===== src/rtl/rxstat_pkg.sv =====
// Constants for the receive frame statistics counter bank
package rxstat_pkg;
  localparam logic [7:0] GOOD_RX_OFFSET = 8'hB4;
  localparam logic [7:0] FCS_ERR_OFFSET = 8'hB8;
  localparam logic [7:0] OVR_LOST_OFFSET = 8'hBC;
  localparam logic [31:0] GOOD_RX_RESET = 32'h00000000;
  localparam logic [15:0] FCS_ERR_RESET = 16'h0000;
  localparam logic [15:0] OVR_LOST_RESET = 16'h0000;
  localparam logic [15:0] THRESH16 = 16'hC000;
  localparam logic [31:0] THRESH32 = 32'hC0000000;
  localparam int MASK_FCS_BIT = 0;
  localparam int MASK_OVR_BIT = 1;
  localparam int MASK_GOOD_BIT = 2;
  localparam int MASK_WIDTH = 3;
endpackage : rxstat_pkg


===== src/rtl/rxstat_bank.sv =====
// Receive frame statistics counter bank with register port
// Notes on behaviour
// - FCS counter counts whole-octet frames failing the FCS check.
// - Frames also too long or runt are not FCS-counted.
// - FCS counter is 16 bits, wraps to zero after all ones.
// - FCS counter reaching 0xC000 raises the threshold event.
// - FCS counts only with global enable set and its mask clear.
// - Overrun counter counts filtered frames partly lost to FIFO overrun.
// - Frames dropped because FIFO was full at start are excluded.
// - Only overruns visible to the host are counted.
// - Overrun counter is 16 bits, wraps to zero after all ones.
// - Overrun counter reaching 0xC000 raises the threshold event.
// - Overrun counts only with global enable set and its mask clear.
// - Good counter counts each error-free completed frame once.
// - Too long, FCS, length, alignment or overrun frames are not good.
// - Good counter is 32 bits, wraps to zero after all ones.
// - Good counter reaching 0xC0000000 raises the threshold event.
// - Good counts only with global enable set and its mask clear.
`timescale 1ns/1ps
`default_nettype none
module rxstat_bank (
  input wire logic mclk, // 125 MHz clock
  input wire logic resetn, // Async reset, active low
  input wire logic frame_done, // One-cycle pulse at end of each received frame
  input wire logic fcs_bad, // Frame failed FCS check
  input wire logic octet_aligned, // Frame was a whole number of octets
  input wire logic too_long, // Frame too long
  input wire logic runt, // Frame too short
  input wire logic length_err, // Length field error
  input wire logic align_err, // Alignment error
  input wire logic addr_match, // Frame passed address filtering
  input wire logic overrun, // Frame partly lost to FIFO overrun
  input wire logic full_at_start, // FIFO full when frame began, frame ignored
  input wire logic stats_global_enable, // Global statistics enable
  input wire logic [2:0] stats_counter_mask, // Per-counter mask, 1 stops counting
  input wire logic reg_wr, // Register write strobe
  input wire logic reg_rd, // Register read strobe
  input wire logic [7:0] reg_addr, // Register byte offset
  input wire logic [31:0] reg_wdata, // Write data
  output logic [31:0] reg_rdata, // Read data, registered
  output logic stats_threshold_event // Pulse to set the interrupt flag
);
  logic [15:0] fcs_val;
  logic [15:0] ovr_val;
  logic [31:0] good_val;
  logic fcs_hit;
  logic ovr_hit;
  logic good_hit;
  logic fcs_cnt;
  logic ovr_cnt;
  logic good_cnt;
  logic wr_fcs;
  logic wr_ovr;
  logic wr_good;
  logic fcs_frame;
  logic ovr_frame;
  logic good_frame;
  logic fcs_on;
  logic ovr_on;
  logic good_on;
  logic [31:0] rdata_reg;
  logic [31:0] rdata_next;
  logic evt_reg;
  logic evt_next;

  function automatic logic stat_on(input logic global_en, input logic [2:0] mask, input int bit_idx);
    stat_on = global_en && !mask[bit_idx];
  endfunction : stat_on

  always_comb begin
    fcs_on = stat_on(stats_global_enable, stats_counter_mask, rxstat_pkg::MASK_FCS_BIT);
    ovr_on = stat_on(stats_global_enable, stats_counter_mask, rxstat_pkg::MASK_OVR_BIT);
    good_on = stat_on(stats_global_enable, stats_counter_mask, rxstat_pkg::MASK_GOOD_BIT);

    // Too-long and runt frames take precedence, so such a frame never lands in the FCS count
    fcs_frame = fcs_bad && octet_aligned
      && !too_long && !runt;
    // Host-visible overrun only: the frame was partly stored, not ignored outright
    ovr_frame = addr_match && overrun
      && !full_at_start;
    good_frame = !fcs_bad && !too_long && !runt && !length_err
      && !align_err && !overrun && !full_at_start;

    fcs_cnt = frame_done && fcs_frame && fcs_on;
    ovr_cnt = frame_done && ovr_frame && ovr_on;
    good_cnt = frame_done && good_frame && good_on;
    wr_fcs = reg_wr && (reg_addr == rxstat_pkg::FCS_ERR_OFFSET);
    wr_ovr = reg_wr && (reg_addr == rxstat_pkg::OVR_LOST_OFFSET);
    wr_good = reg_wr && (reg_addr == rxstat_pkg::GOOD_RX_OFFSET);
  end

  rxstat_counter #(
    .WIDTH(16),
    .THRESH(rxstat_pkg::THRESH16),
    .RESET_VAL(rxstat_pkg::FCS_ERR_RESET)
  ) u_fcs (
    .mclk(mclk),
    .resetn(resetn),
    .count_en(fcs_cnt),
    .load(wr_fcs),
    .load_data(reg_wdata[15:0]),
    .value(fcs_val),
    .hit(fcs_hit)
  );

  rxstat_counter #(
    .WIDTH(16),
    .THRESH(rxstat_pkg::THRESH16),
    .RESET_VAL(rxstat_pkg::OVR_LOST_RESET)
  ) u_ovr (
    .mclk(mclk),
    .resetn(resetn),
    .count_en(ovr_cnt),
    .load(wr_ovr),
    .load_data(reg_wdata[15:0]),
    .value(ovr_val),
    .hit(ovr_hit)
  );

  rxstat_counter #(
    .WIDTH(32),
    .THRESH(rxstat_pkg::THRESH32),
    .RESET_VAL(rxstat_pkg::GOOD_RX_RESET)
  ) u_good (
    .mclk(mclk),
    .resetn(resetn),
    .count_en(good_cnt),
    .load(wr_good),
    .load_data(reg_wdata),
    .value(good_val),
    .hit(good_hit)
  );

  always_comb begin
    rdata_next = rdata_reg;
    evt_next = fcs_hit || ovr_hit || good_hit;
    if (reg_rd) begin
      unique case (reg_addr)
        rxstat_pkg::FCS_ERR_OFFSET: begin
          rdata_next = {16'h0000, fcs_val};
        end
        rxstat_pkg::OVR_LOST_OFFSET: begin
          rdata_next = {16'h0000, ovr_val};
        end
        rxstat_pkg::GOOD_RX_OFFSET: begin
          rdata_next = good_val;
        end
        // Unmapped offsets read as zero so software never mistakes them for a count
        default: begin
          rdata_next = 32'h00000000;
        end
      endcase
    end
  end

  always_ff @(posedge mclk or negedge resetn) begin
    if (!resetn) begin
      rdata_reg <= 32'h00000000;
      evt_reg <= 1'b0;
    end else begin
      rdata_reg <= rdata_next;
      evt_reg <= evt_next;
    end
  end

  assign reg_rdata = rdata_reg;
  assign stats_threshold_event = evt_reg;

  // Checks sample on the rising edge and stand down while reset is low
  fcs_count_a: assert property (@(posedge mclk) disable iff (!resetn)
    (fcs_cnt && !wr_fcs) |=> fcs_val == $past(fcs_val) + 16'h0001)
    else $error("FCS counter did not step");

  fcs_unaligned_a: assert property (@(posedge mclk) disable iff (!resetn)
    (frame_done && !octet_aligned && !wr_fcs) |=> $stable(fcs_val))
    else $error("FCS counter moved on a frame with stray bits");

  fcs_qualify_a: assert property (@(posedge mclk) disable iff (!resetn)
    (frame_done && (too_long || runt) && !wr_fcs) |=> $stable(fcs_val))
    else $error("FCS counter moved on a long or runt frame");

  fcs_wrap_a: assert property (@(posedge mclk) disable iff (!resetn)
    (fcs_cnt && !wr_fcs && fcs_val == 16'hFFFF) |=> fcs_val == 16'h0000)
    else $error("FCS counter did not wrap");

  fcs_read_a: assert property (@(posedge mclk) disable iff (!resetn)
    (reg_rd && reg_addr == rxstat_pkg::FCS_ERR_OFFSET) |=> reg_rdata == {16'h0000, $past(fcs_val)})
    else $error("FCS counter read back wrongly");

  fcs_event_a: assert property (@(posedge mclk) disable iff (!resetn)
    (fcs_cnt && !wr_fcs && fcs_val == 16'hBFFF) |=> ##1 stats_threshold_event)
    else $error("FCS threshold event missing");

  fcs_enable_a: assert property (@(posedge mclk) disable iff (!resetn)
    (!stats_global_enable && !wr_fcs) |=> $stable(fcs_val))
    else $error("FCS counter moved while disabled");

  fcs_mask_a: assert property (@(posedge mclk) disable iff (!resetn)
    (stats_counter_mask[rxstat_pkg::MASK_FCS_BIT] && !wr_fcs) |=> $stable(fcs_val))
    else $error("FCS counter moved while masked");

  ovr_count_a: assert property (@(posedge mclk) disable iff (!resetn)
    (ovr_cnt && !wr_ovr) |=> ovr_val == $past(ovr_val) + 16'h0001)
    else $error("Overrun counter did not step");

  ovr_excl_a: assert property (@(posedge mclk) disable iff (!resetn)
    (full_at_start && !wr_ovr) |=> $stable(ovr_val))
    else $error("Ignored frame counted as overrun");

  ovr_match_a: assert property (@(posedge mclk) disable iff (!resetn)
    (frame_done && !addr_match && !wr_ovr) |=> $stable(ovr_val))
    else $error("Filtered-out frame counted as overrun");

  ovr_wrap_a: assert property (@(posedge mclk) disable iff (!resetn)
    (ovr_cnt && !wr_ovr && ovr_val == 16'hFFFF) |=> ovr_val == 16'h0000)
    else $error("Overrun counter did not wrap");

  ovr_read_a: assert property (@(posedge mclk) disable iff (!resetn)
    (reg_rd && reg_addr == rxstat_pkg::OVR_LOST_OFFSET) |=> reg_rdata == {16'h0000, $past(ovr_val)})
    else $error("Overrun counter read back wrongly");

  ovr_event_a: assert property (@(posedge mclk) disable iff (!resetn)
    (ovr_cnt && !wr_ovr && ovr_val == 16'hBFFF) |=> ##1 stats_threshold_event)
    else $error("Overrun threshold event missing");

  ovr_enable_a: assert property (@(posedge mclk) disable iff (!resetn)
    (!stats_global_enable && !wr_ovr) |=> $stable(ovr_val))
    else $error("Overrun counter moved while disabled");

  ovr_mask_a: assert property (@(posedge mclk) disable iff (!resetn)
    (stats_counter_mask[rxstat_pkg::MASK_OVR_BIT] && !wr_ovr) |=> $stable(ovr_val))
    else $error("Overrun counter moved while masked");

  good_count_a: assert property (@(posedge mclk) disable iff (!resetn)
    (good_cnt && !wr_good) |=> good_val == $past(good_val) + 32'h00000001)
    else $error("Good counter did not step");

  good_excl_a: assert property (@(posedge mclk) disable iff (!resetn)
    (frame_done && (fcs_bad || overrun) && !wr_good) |=> $stable(good_val))
    else $error("Errored frame counted as good");

  good_length_a: assert property (@(posedge mclk) disable iff (!resetn)
    (frame_done && (too_long || length_err || align_err) && !wr_good) |=> $stable(good_val))
    else $error("Length or alignment error counted as good");

  good_full_a: assert property (@(posedge mclk) disable iff (!resetn)
    (frame_done && full_at_start && !wr_good) |=> $stable(good_val))
    else $error("Frame lost to a full FIFO counted as good");

  good_wrap_a: assert property (@(posedge mclk) disable iff (!resetn)
    (good_cnt && !wr_good && good_val == 32'hFFFFFFFF) |=> good_val == 32'h00000000)
    else $error("Good counter did not wrap");

  good_read_a: assert property (@(posedge mclk) disable iff (!resetn)
    (reg_rd && reg_addr == rxstat_pkg::GOOD_RX_OFFSET) |=> reg_rdata == $past(good_val))
    else $error("Good counter read back wrongly");

  good_event_a: assert property (@(posedge mclk) disable iff (!resetn)
    (good_cnt && !wr_good && good_val == 32'hBFFFFFFF) |=> ##1 stats_threshold_event)
    else $error("Good threshold event missing");

  good_enable_a: assert property (@(posedge mclk) disable iff (!resetn)
    (!stats_global_enable && !wr_good) |=> $stable(good_val))
    else $error("Good counter moved while disabled");

  good_mask_a: assert property (@(posedge mclk) disable iff (!resetn)
    (stats_counter_mask[rxstat_pkg::MASK_GOOD_BIT] && !wr_good) |=> $stable(good_val))
    else $error("Good counter moved while masked");

  sw_load_a: assert property (@(posedge mclk) disable iff (!resetn)
    wr_good |=> good_val == $past(reg_wdata))
    else $error("Software write did not load counter");

  fcs_load_a: assert property (@(posedge mclk) disable iff (!resetn)
    wr_fcs |=> fcs_val == $past(reg_wdata[15:0]))
    else $error("Software write did not load FCS counter");

  ovr_load_a: assert property (@(posedge mclk) disable iff (!resetn)
    wr_ovr |=> ovr_val == $past(reg_wdata[15:0]))
    else $error("Software write did not load overrun counter");

  idle_hold_a: assert property (@(posedge mclk) disable iff (!resetn)
    (!frame_done && !reg_wr)
      |=> ($stable(fcs_val) && $stable(ovr_val) && $stable(good_val)))
    else $error("Counter moved with no frame and no write");

  stray_write_a: assert property (@(posedge mclk) disable iff (!resetn)
    (reg_wr && !wr_fcs && !wr_ovr && !wr_good && !frame_done)
      |=> ($stable(fcs_val) && $stable(ovr_val) && $stable(good_val)))
    else $error("Unmapped write moved a counter");

  event_cause_a: assert property (@(posedge mclk) disable iff (!resetn)
    stats_threshold_event |-> ($past(fcs_val) == rxstat_pkg::THRESH16 || $past(ovr_val) == rxstat_pkg::THRESH16
      || $past(good_val) == rxstat_pkg::THRESH32))
    else $error("Threshold event without a counter at threshold");

  read_unmapped_a: assert property (@(posedge mclk) disable iff (!resetn)
    (reg_rd && reg_addr != rxstat_pkg::FCS_ERR_OFFSET && reg_addr != rxstat_pkg::OVR_LOST_OFFSET
      && reg_addr != rxstat_pkg::GOOD_RX_OFFSET) |=> reg_rdata == 32'h00000000)
    else $error("Unmapped read returned nonzero data");

  read_hold_a: assert property (@(posedge mclk) disable iff (!resetn)
    !reg_rd |=> $stable(reg_rdata))
    else $error("Read data changed without a read");
endmodule : rxstat_bank
`default_nettype wire


===== src/rtl/rxstat_counter.sv =====
// One wrapping statistics counter with software load and threshold event
`timescale 1ns/1ps
`default_nettype none
module rxstat_counter #(
  parameter int WIDTH = 16,
  parameter logic [WIDTH-1:0] THRESH = '0,
  parameter logic [WIDTH-1:0] RESET_VAL = '0
) (
  input wire logic mclk, // Clock
  input wire logic resetn, // Async reset, active low
  input wire logic count_en, // Qualified count event
  input wire logic load, // Software write strobe
  input wire logic [WIDTH-1:0] load_data, // Value to load
  output logic [WIDTH-1:0] value, // Counter value
  output logic hit // Pulse when counter reaches threshold
);
  logic [WIDTH-1:0] cnt_reg;
  logic [WIDTH-1:0] cnt_next;
  logic hit_reg;
  logic hit_next;

  always_comb begin
    cnt_next = cnt_reg;
    hit_next = 1'b0;
    if (load) begin
      // Software write wins over a same-cycle count event
      cnt_next = load_data;
    end else if (count_en) begin
      cnt_next = cnt_reg + {{(WIDTH-1){1'b0}}, 1'b1}; // Wraps to zero from all ones
      hit_next = (cnt_next == THRESH);
    end
  end

  always_ff @(posedge mclk or negedge resetn) begin
    if (!resetn) begin
      cnt_reg <= RESET_VAL;
      hit_reg <= 1'b0;
    end else begin
      cnt_reg <= cnt_next;
      hit_reg <= hit_next;
    end
  end

  assign value = cnt_reg;
  assign hit = hit_reg;
endmodule : rxstat_counter
`default_nettype wire


===== config.mk =====
export PLATFORM = sky130hd
export DESIGN_NAME = rxstat_bank
export DESIGN_NICKNAME = d
export VERILOG_FILES = /design/src/rtl/rxstat_pkg.sv /design/src/rtl/rxstat_bank.sv /design/src/rtl/rxstat_counter.sv
export SDC_FILE = /design/constraint.sdc
export NUM_CORES = 1
export LEC_CHECK = 0
export ABC_AREA = 1
export BUFFER_PORTS_ARGS = -buffer_cell sky130_fd_sc_hd__buf_2
export CAP_MARGIN = 20
export CORE_MARGIN = 1.5
export CORE_UTILIZATION = 58
export CTS_CLUSTER_DIAMETER = 50
export DETAILED_ROUTE_END_ITERATION = 16
export GPL_TIMING_DRIVEN = 0
export HOLD_SLACK_MARGIN = 0.12
export PLACE_DENSITY = 0.85
export SLEW_MARGIN = 30
export SYNTH_ARGS = -nofsm -noshare
export SYNTH_HDL_FRONTEND = slang
export SYNTH_SLANG_ARGS = --single-unit

===== constraint.sdc =====
create_clock -name mclk -period 2.15 [get_ports mclk]
set_input_delay 0.3225 -clock mclk [delete_from_list [all_inputs] [get_ports mclk]]
set_output_delay 0.3225 -clock mclk [all_outputs]
set_load 0.03 [all_outputs]

=== Yosys cells after proc, flatten, opt, wreduce, memory -nomap -nowiden ===
Cells that the tools add are included.

* Input port bits: 58
* Register bits after elaboration: 100

* $add $sub $neg: 3
* Reduce and logical (&&, ||, !) cells: 38
* Multiplexer cells: 13
* Equality and inequality tests: 6

{| class="wikitable"
|+ Operators with widths
! cell !! number
|-
| 32-bit one-hot mux with 3 select lines || 1
|-
| 16-bit two-way mux || 4
|-
| 32-bit two-way mux || 2
|-
| 16-bit by 1-bit adder with 16-bit output (second input constant) || 2
|-
| 32-bit by 1-bit adder with 32-bit output (second input constant) || 1
|-
| 16-bit equality test (second input constant) || 2
|-
| 32-bit equality test (second input constant) || 1
|-
| 8-bit equality test (second input constant) || 3
|-
| 1-bit logical AND || 23
|-
| 1-bit zero test || 10
|-
| 1-bit two-way mux || 6
|-
| 2-bit nonzero test || 3
|-
| 1-bit logical OR || 2
|}

=== Logic depth before layout (Yosys ltp) ===
* Depth after elaboration: 11
* Gate-level depth with buffers: 13
* Depth with buffers taken out: 13

=== Hierarchy ===
A second synthesis with hierarchy kept.

* Cell total of the unflattened synthesis: 961
* Area total of the unflattened synthesis: 6576.3 µm²

{| class="wikitable"
|+ Modules (own cells, without submodules)
! module !! area an instance (µm²) !! cells each !! instances
|-
| rxstat_counter (u_good) || 2467.4 || 391 || 1
|-
| rxstat_counter (u_fcs ...) || 1136.1 || 163 || 2
|-
| rxstat_bank || 1836.8 || 244 || 1
|}

=== Least setup slack after synthesis ===
Ideal clock, no wire load.

* Kind: register to register
* Start point: register u_ovr.cnt_reg[0] (netlist: u_ovr.value[0])
* End point: register u_ovr.hit_reg (netlist: u_ovr.hit)
* Setup time: 115 ps
* Data arrival time: 1491 ps
* Cell stages (with the launch flop): 10
* Period minus slack after synthesis: 1606 ps
* Buffers on the path: 0
* Setup slack: 544 ps
* Cell sequence: dfrtp_1 > ha_1 > nand3_1 > nor2_1 > nand4_1 > nor2_1 > xor2_1 > inv_1 > nand3_1 > nor2_1

* Longest elaborated chain between the ends: 4

{| class="wikitable"
|+ RTL lines
! element !! line !! source
|-
| start, declared || rxstat_counter.sv:17 || <nowiki>logic [WIDTH-1:0] cnt_reg;</nowiki>
|-
| start signal, assigned || rxstat_counter.sv:39 || <nowiki>cnt_reg <= cnt_next;</nowiki>
|-
| 16-bit by 1-bit adder with 16-bit output || rxstat_counter.sv:29 || <nowiki>cnt_next = cnt_reg + {{(WIDTH-1){1'b0}}, 1'b1};</nowiki>
|-
| 16-bit equality test || rxstat_counter.sv:30 || <nowiki>hit_next = (cnt_next == THRESH);</nowiki>
|-
| 1-bit two-way mux || rxstat_counter.sv:28 || <nowiki>end else if (count_en) begin</nowiki>
|-
| 1-bit two-way mux || rxstat_counter.sv:25 || <nowiki>if (load) begin</nowiki>
|-
| via u_ovr.hit_next || rxstat_counter.sv:20 || <nowiki>logic hit_next;</nowiki>
|-
| end signal, assigned || rxstat_counter.sv:40 || <nowiki>hit_reg <= hit_next;</nowiki>
|-
| end, declared || rxstat_counter.sv:19 || <nowiki>logic hit_reg;</nowiki>
|}

The timed path passes the listed nets, and every way through them passes these cells.
A chain may end at the register's enable or synchronous reset.

=== Final worst setup path ===
* Start point: register u_good.cnt_reg[0] (netlist: u_good.value[0])
* End point: register u_good.hit_reg (netlist: u_good.hit)

* Longest elaborated chain between the ends: 4

{| class="wikitable"
|+ RTL lines
! element !! line
|-
| start, declared || rxstat_counter.sv:17
|-
| start signal, assigned || rxstat_counter.sv:39
|-
| 32-bit by 1-bit adder with 32-bit output || rxstat_counter.sv:29
|-
| 32-bit equality test || rxstat_counter.sv:30
|-
| 1-bit two-way mux || rxstat_counter.sv:28
|-
| 1-bit two-way mux || rxstat_counter.sv:25
|-
| via u_good.hit_next || rxstat_counter.sv:20
|-
| end signal, assigned || rxstat_counter.sv:40
|-
| end, declared || rxstat_counter.sv:19
|}

The timed path passes the listed nets, and every way through them passes these cells.

==> results.txt <==
Status: finished, final reports clean
Multi-input logic area: 0.00314 mm2
Crit path capture type: flop
Period Utilization, post-route: 98.5%
Top_reg_cell synth: dfrtp_1
Power per Cell Area: 666 mW/mm2
Most common cell after layout, fill and taps aside: nand2_1
Layout cells sized above 1: 14.7%
CTS clk-pin slew, worst paths: 100 ps
Placed Instance Area: 0.00678 mm2
Gp weighted congestion: 1.01
CTS Buffer Depth: 2
Port bufs: 90
Worst Path Required: 2440 ps
First-pass GRT wire length: 29.4 mm
Area contributors post-synth: dfrtp_1 41%, nand2_1 17%, inv_1 6.3%
Avg WL per Cell: 16.9 um
Worst-path cell chain: ha_2, nand2_2, nor2_4, nand2_4, nor2_4, nand2_1, nand2_1, nand2_1, nor2_1, nand2_1, nor2_1, nand2_1, nor2_2
VDD IR max: 0.343 mV
Final Critical Period: 2120 ps
Endpoints failing hold: 0
Dominant cell type by area after synthesis: dfrtp_1
Total GRT Usage: 34.4%
Drt via density: 5.77
# diodes: 0
Mapped Nets: 906
Yosys warnings: 0
Initial antenna violation count: 0
Vias in the first global route: 5,681
Sequential-to-total area share from yosys stat: 40.8%
Die Y: 106 um
Synth async-reset ratio: 100%
Max-cap viol count: 0
Slowest CP cell: dfrtp_1
Crit Path Category: reg2reg
IO Count: 91
Slew Limit Fails: 0
Clock root buffer: clkbuf_8
Largest net degree at the start of global routing: 75
Row cnt: 37
Synth Register Bits: 100
Mapped Cells: 845
DRT iter0 DRCs: 580
Area share of the largest cell type after synthesis: 40.8%
Finish-stage setup viols: 0
Final Core Density: 68.7%
CTS Buf Count: 9
Sink Count: 100
CP Depth: 13
DR pass1 iterations: 5
Worst path arrival time: 2410 ps
RSZ-0062 raised after global routing: true
Clk_skew: 12.5 ps
R2R depth: 13
Mapped Area: 0.00613 mm2
Final nets: 1,010
Total gr overflow: 0
TritonCTS clock tree: built
# fillers: 928
H-tree Lvls: 3
Die X: 106 um
Final WL: 18.4 mm
Core footprint: 0.0103 mm2
Final HPWL DP: 14.3 mm
Area added between synthesis and finish: 15.2%
Most frequent cells in the layout: 273 x nand2_1, 102 x inv_1, 99 x dfrtp_1
Synthesized area per cell: 7.25 um2
Post-route ant nets: 0
CP delay by family, top: simple AND/OR/NAND/NOR gates
Via count: 6,293
Cell area after layout: 0.00706 mm2
WHS Path Cells: 3
Effective utilization at floorplan: 59.6%
Die area: 0.0112 mm2
Hold_ws: 153 ps
Top cell by count, worst path: nand2_1
Startpoint types: flop
Worst skew pair latency: 380 ps
Slew at the pin closest to its max-slew limit: 654 ps
Critical Path Fanout Max: 6
Synth cell types: 39
Leakage power: 3.55 nW
Crit-path max cell delay: 450 ps
DRC Markers: 0
Fmax: 472 MHz
Tot Pwr: 4.70 mW
Storage element area: 0.00250 mm2
Post-synth EDFFs: 0
Hold WC Path Type: in2reg
Relative slew slack: 56.4%
Worst path bufs/invs: 0
Setup tns final: 0 ps
-- per-layer routing --
layer	GRT usage, %	up-vias	routed length (um)
li1	-	2990	-
met1	49.3	2932	8030
met2	51.7	332	8080
met3	7.67	39	1900
met4	11.0	0	437
met5	0	-	0
-- tightest hold or removal path: stages --
cell,delay [ps]
buf_2,70
nand2_1,40
o221ai_1,50
-- through the flow --
step                      setup WS [ps]  cells
after floorplan                     544    845
after global placement             -237   1071
after detailed placement          -29.9   1072
after CTS                          39.0   1089
after global routing              -45.9   1090
final                              33.0   1090
-- area by class of cell --
type,count,share of cell area [%]
inverter,109,5.80
buffer,21,1.17
clock buffer,9,1.76
clock inverter,7,1.74
multi-input combinational,615,44.5
sequential,100,35.5
tap,136,2.41
timing repair buffer,93,7.11
-- cells in the mapped netlist, types with 4 or more instances --
| cell | n |
|---|---|
| o211ai_1 | 18 |
| o31ai_1 | 16 |
| o221ai_1 | 36 |
| nor3_1 | 16 |
| o22ai_1 | 13 |
| a21oi_1 | 13 |
| xor2_1 | 29 |
| nand3_1 | 49 |
| nor2_1 | 81 |
| clkbuf_1 | 18 |
| nand4_1 | 5 |
| nand2_2 | 4 |
| nor2_4 | 5 |
| o21ai_0 | 24 |
| nor2_2 | 6 |
| inv_1 | 102 |
| inv_2 | 6 |
| dfrtp_1 | 100 |
| nand2_1 | 273 |
| a221oi_1 | 4 |
-- cells by family after synthesis --
kind of cell	synth area share, %
adders and majority gates	0.613
and+or+nand+nor	31.1
AOI/OAI and AO/OA	15.1
buffers and inverters	8.03
DFF	40.8
xor gates and xnor gates	4.29
-- final timing paths --
path                                 start               endpoint  slack, ps
setup / recovery           u_good.value[0]             u_good.hit         30
hold / removal               reg_wdata[24]       u_good.value[24]        150
setup reg to reg           u_good.value[0]             u_good.hit         30
hold reg to reg                 u_good.hit  stats_threshold_event        430
max in group asynchronous           resetn        u_good.value[8]       1090
min in group asynchronous           resetn          reg_rdata[24]        390
-- power breakdown --
group | leakage, nW | internal [mW] | total (mW) | switching, mW
Combinational | 2.19 | 0.346 | 0.966 | 0.620
Clock | 0.122 | 0.783 | 1.48 | 0.693
Sequential | 1.24 | 2.06 | 2.26 | 0.199
-- repair_timing --
item / CTS / global route
hold endpoints to repair: 26 / 0
gates resized for setup: 0 / 4
hold buffers: 1 / 0
setup buffers: 0 / 1
setup endpoints to repair: 0 / 3
Power figures use the tool's default switching activity.
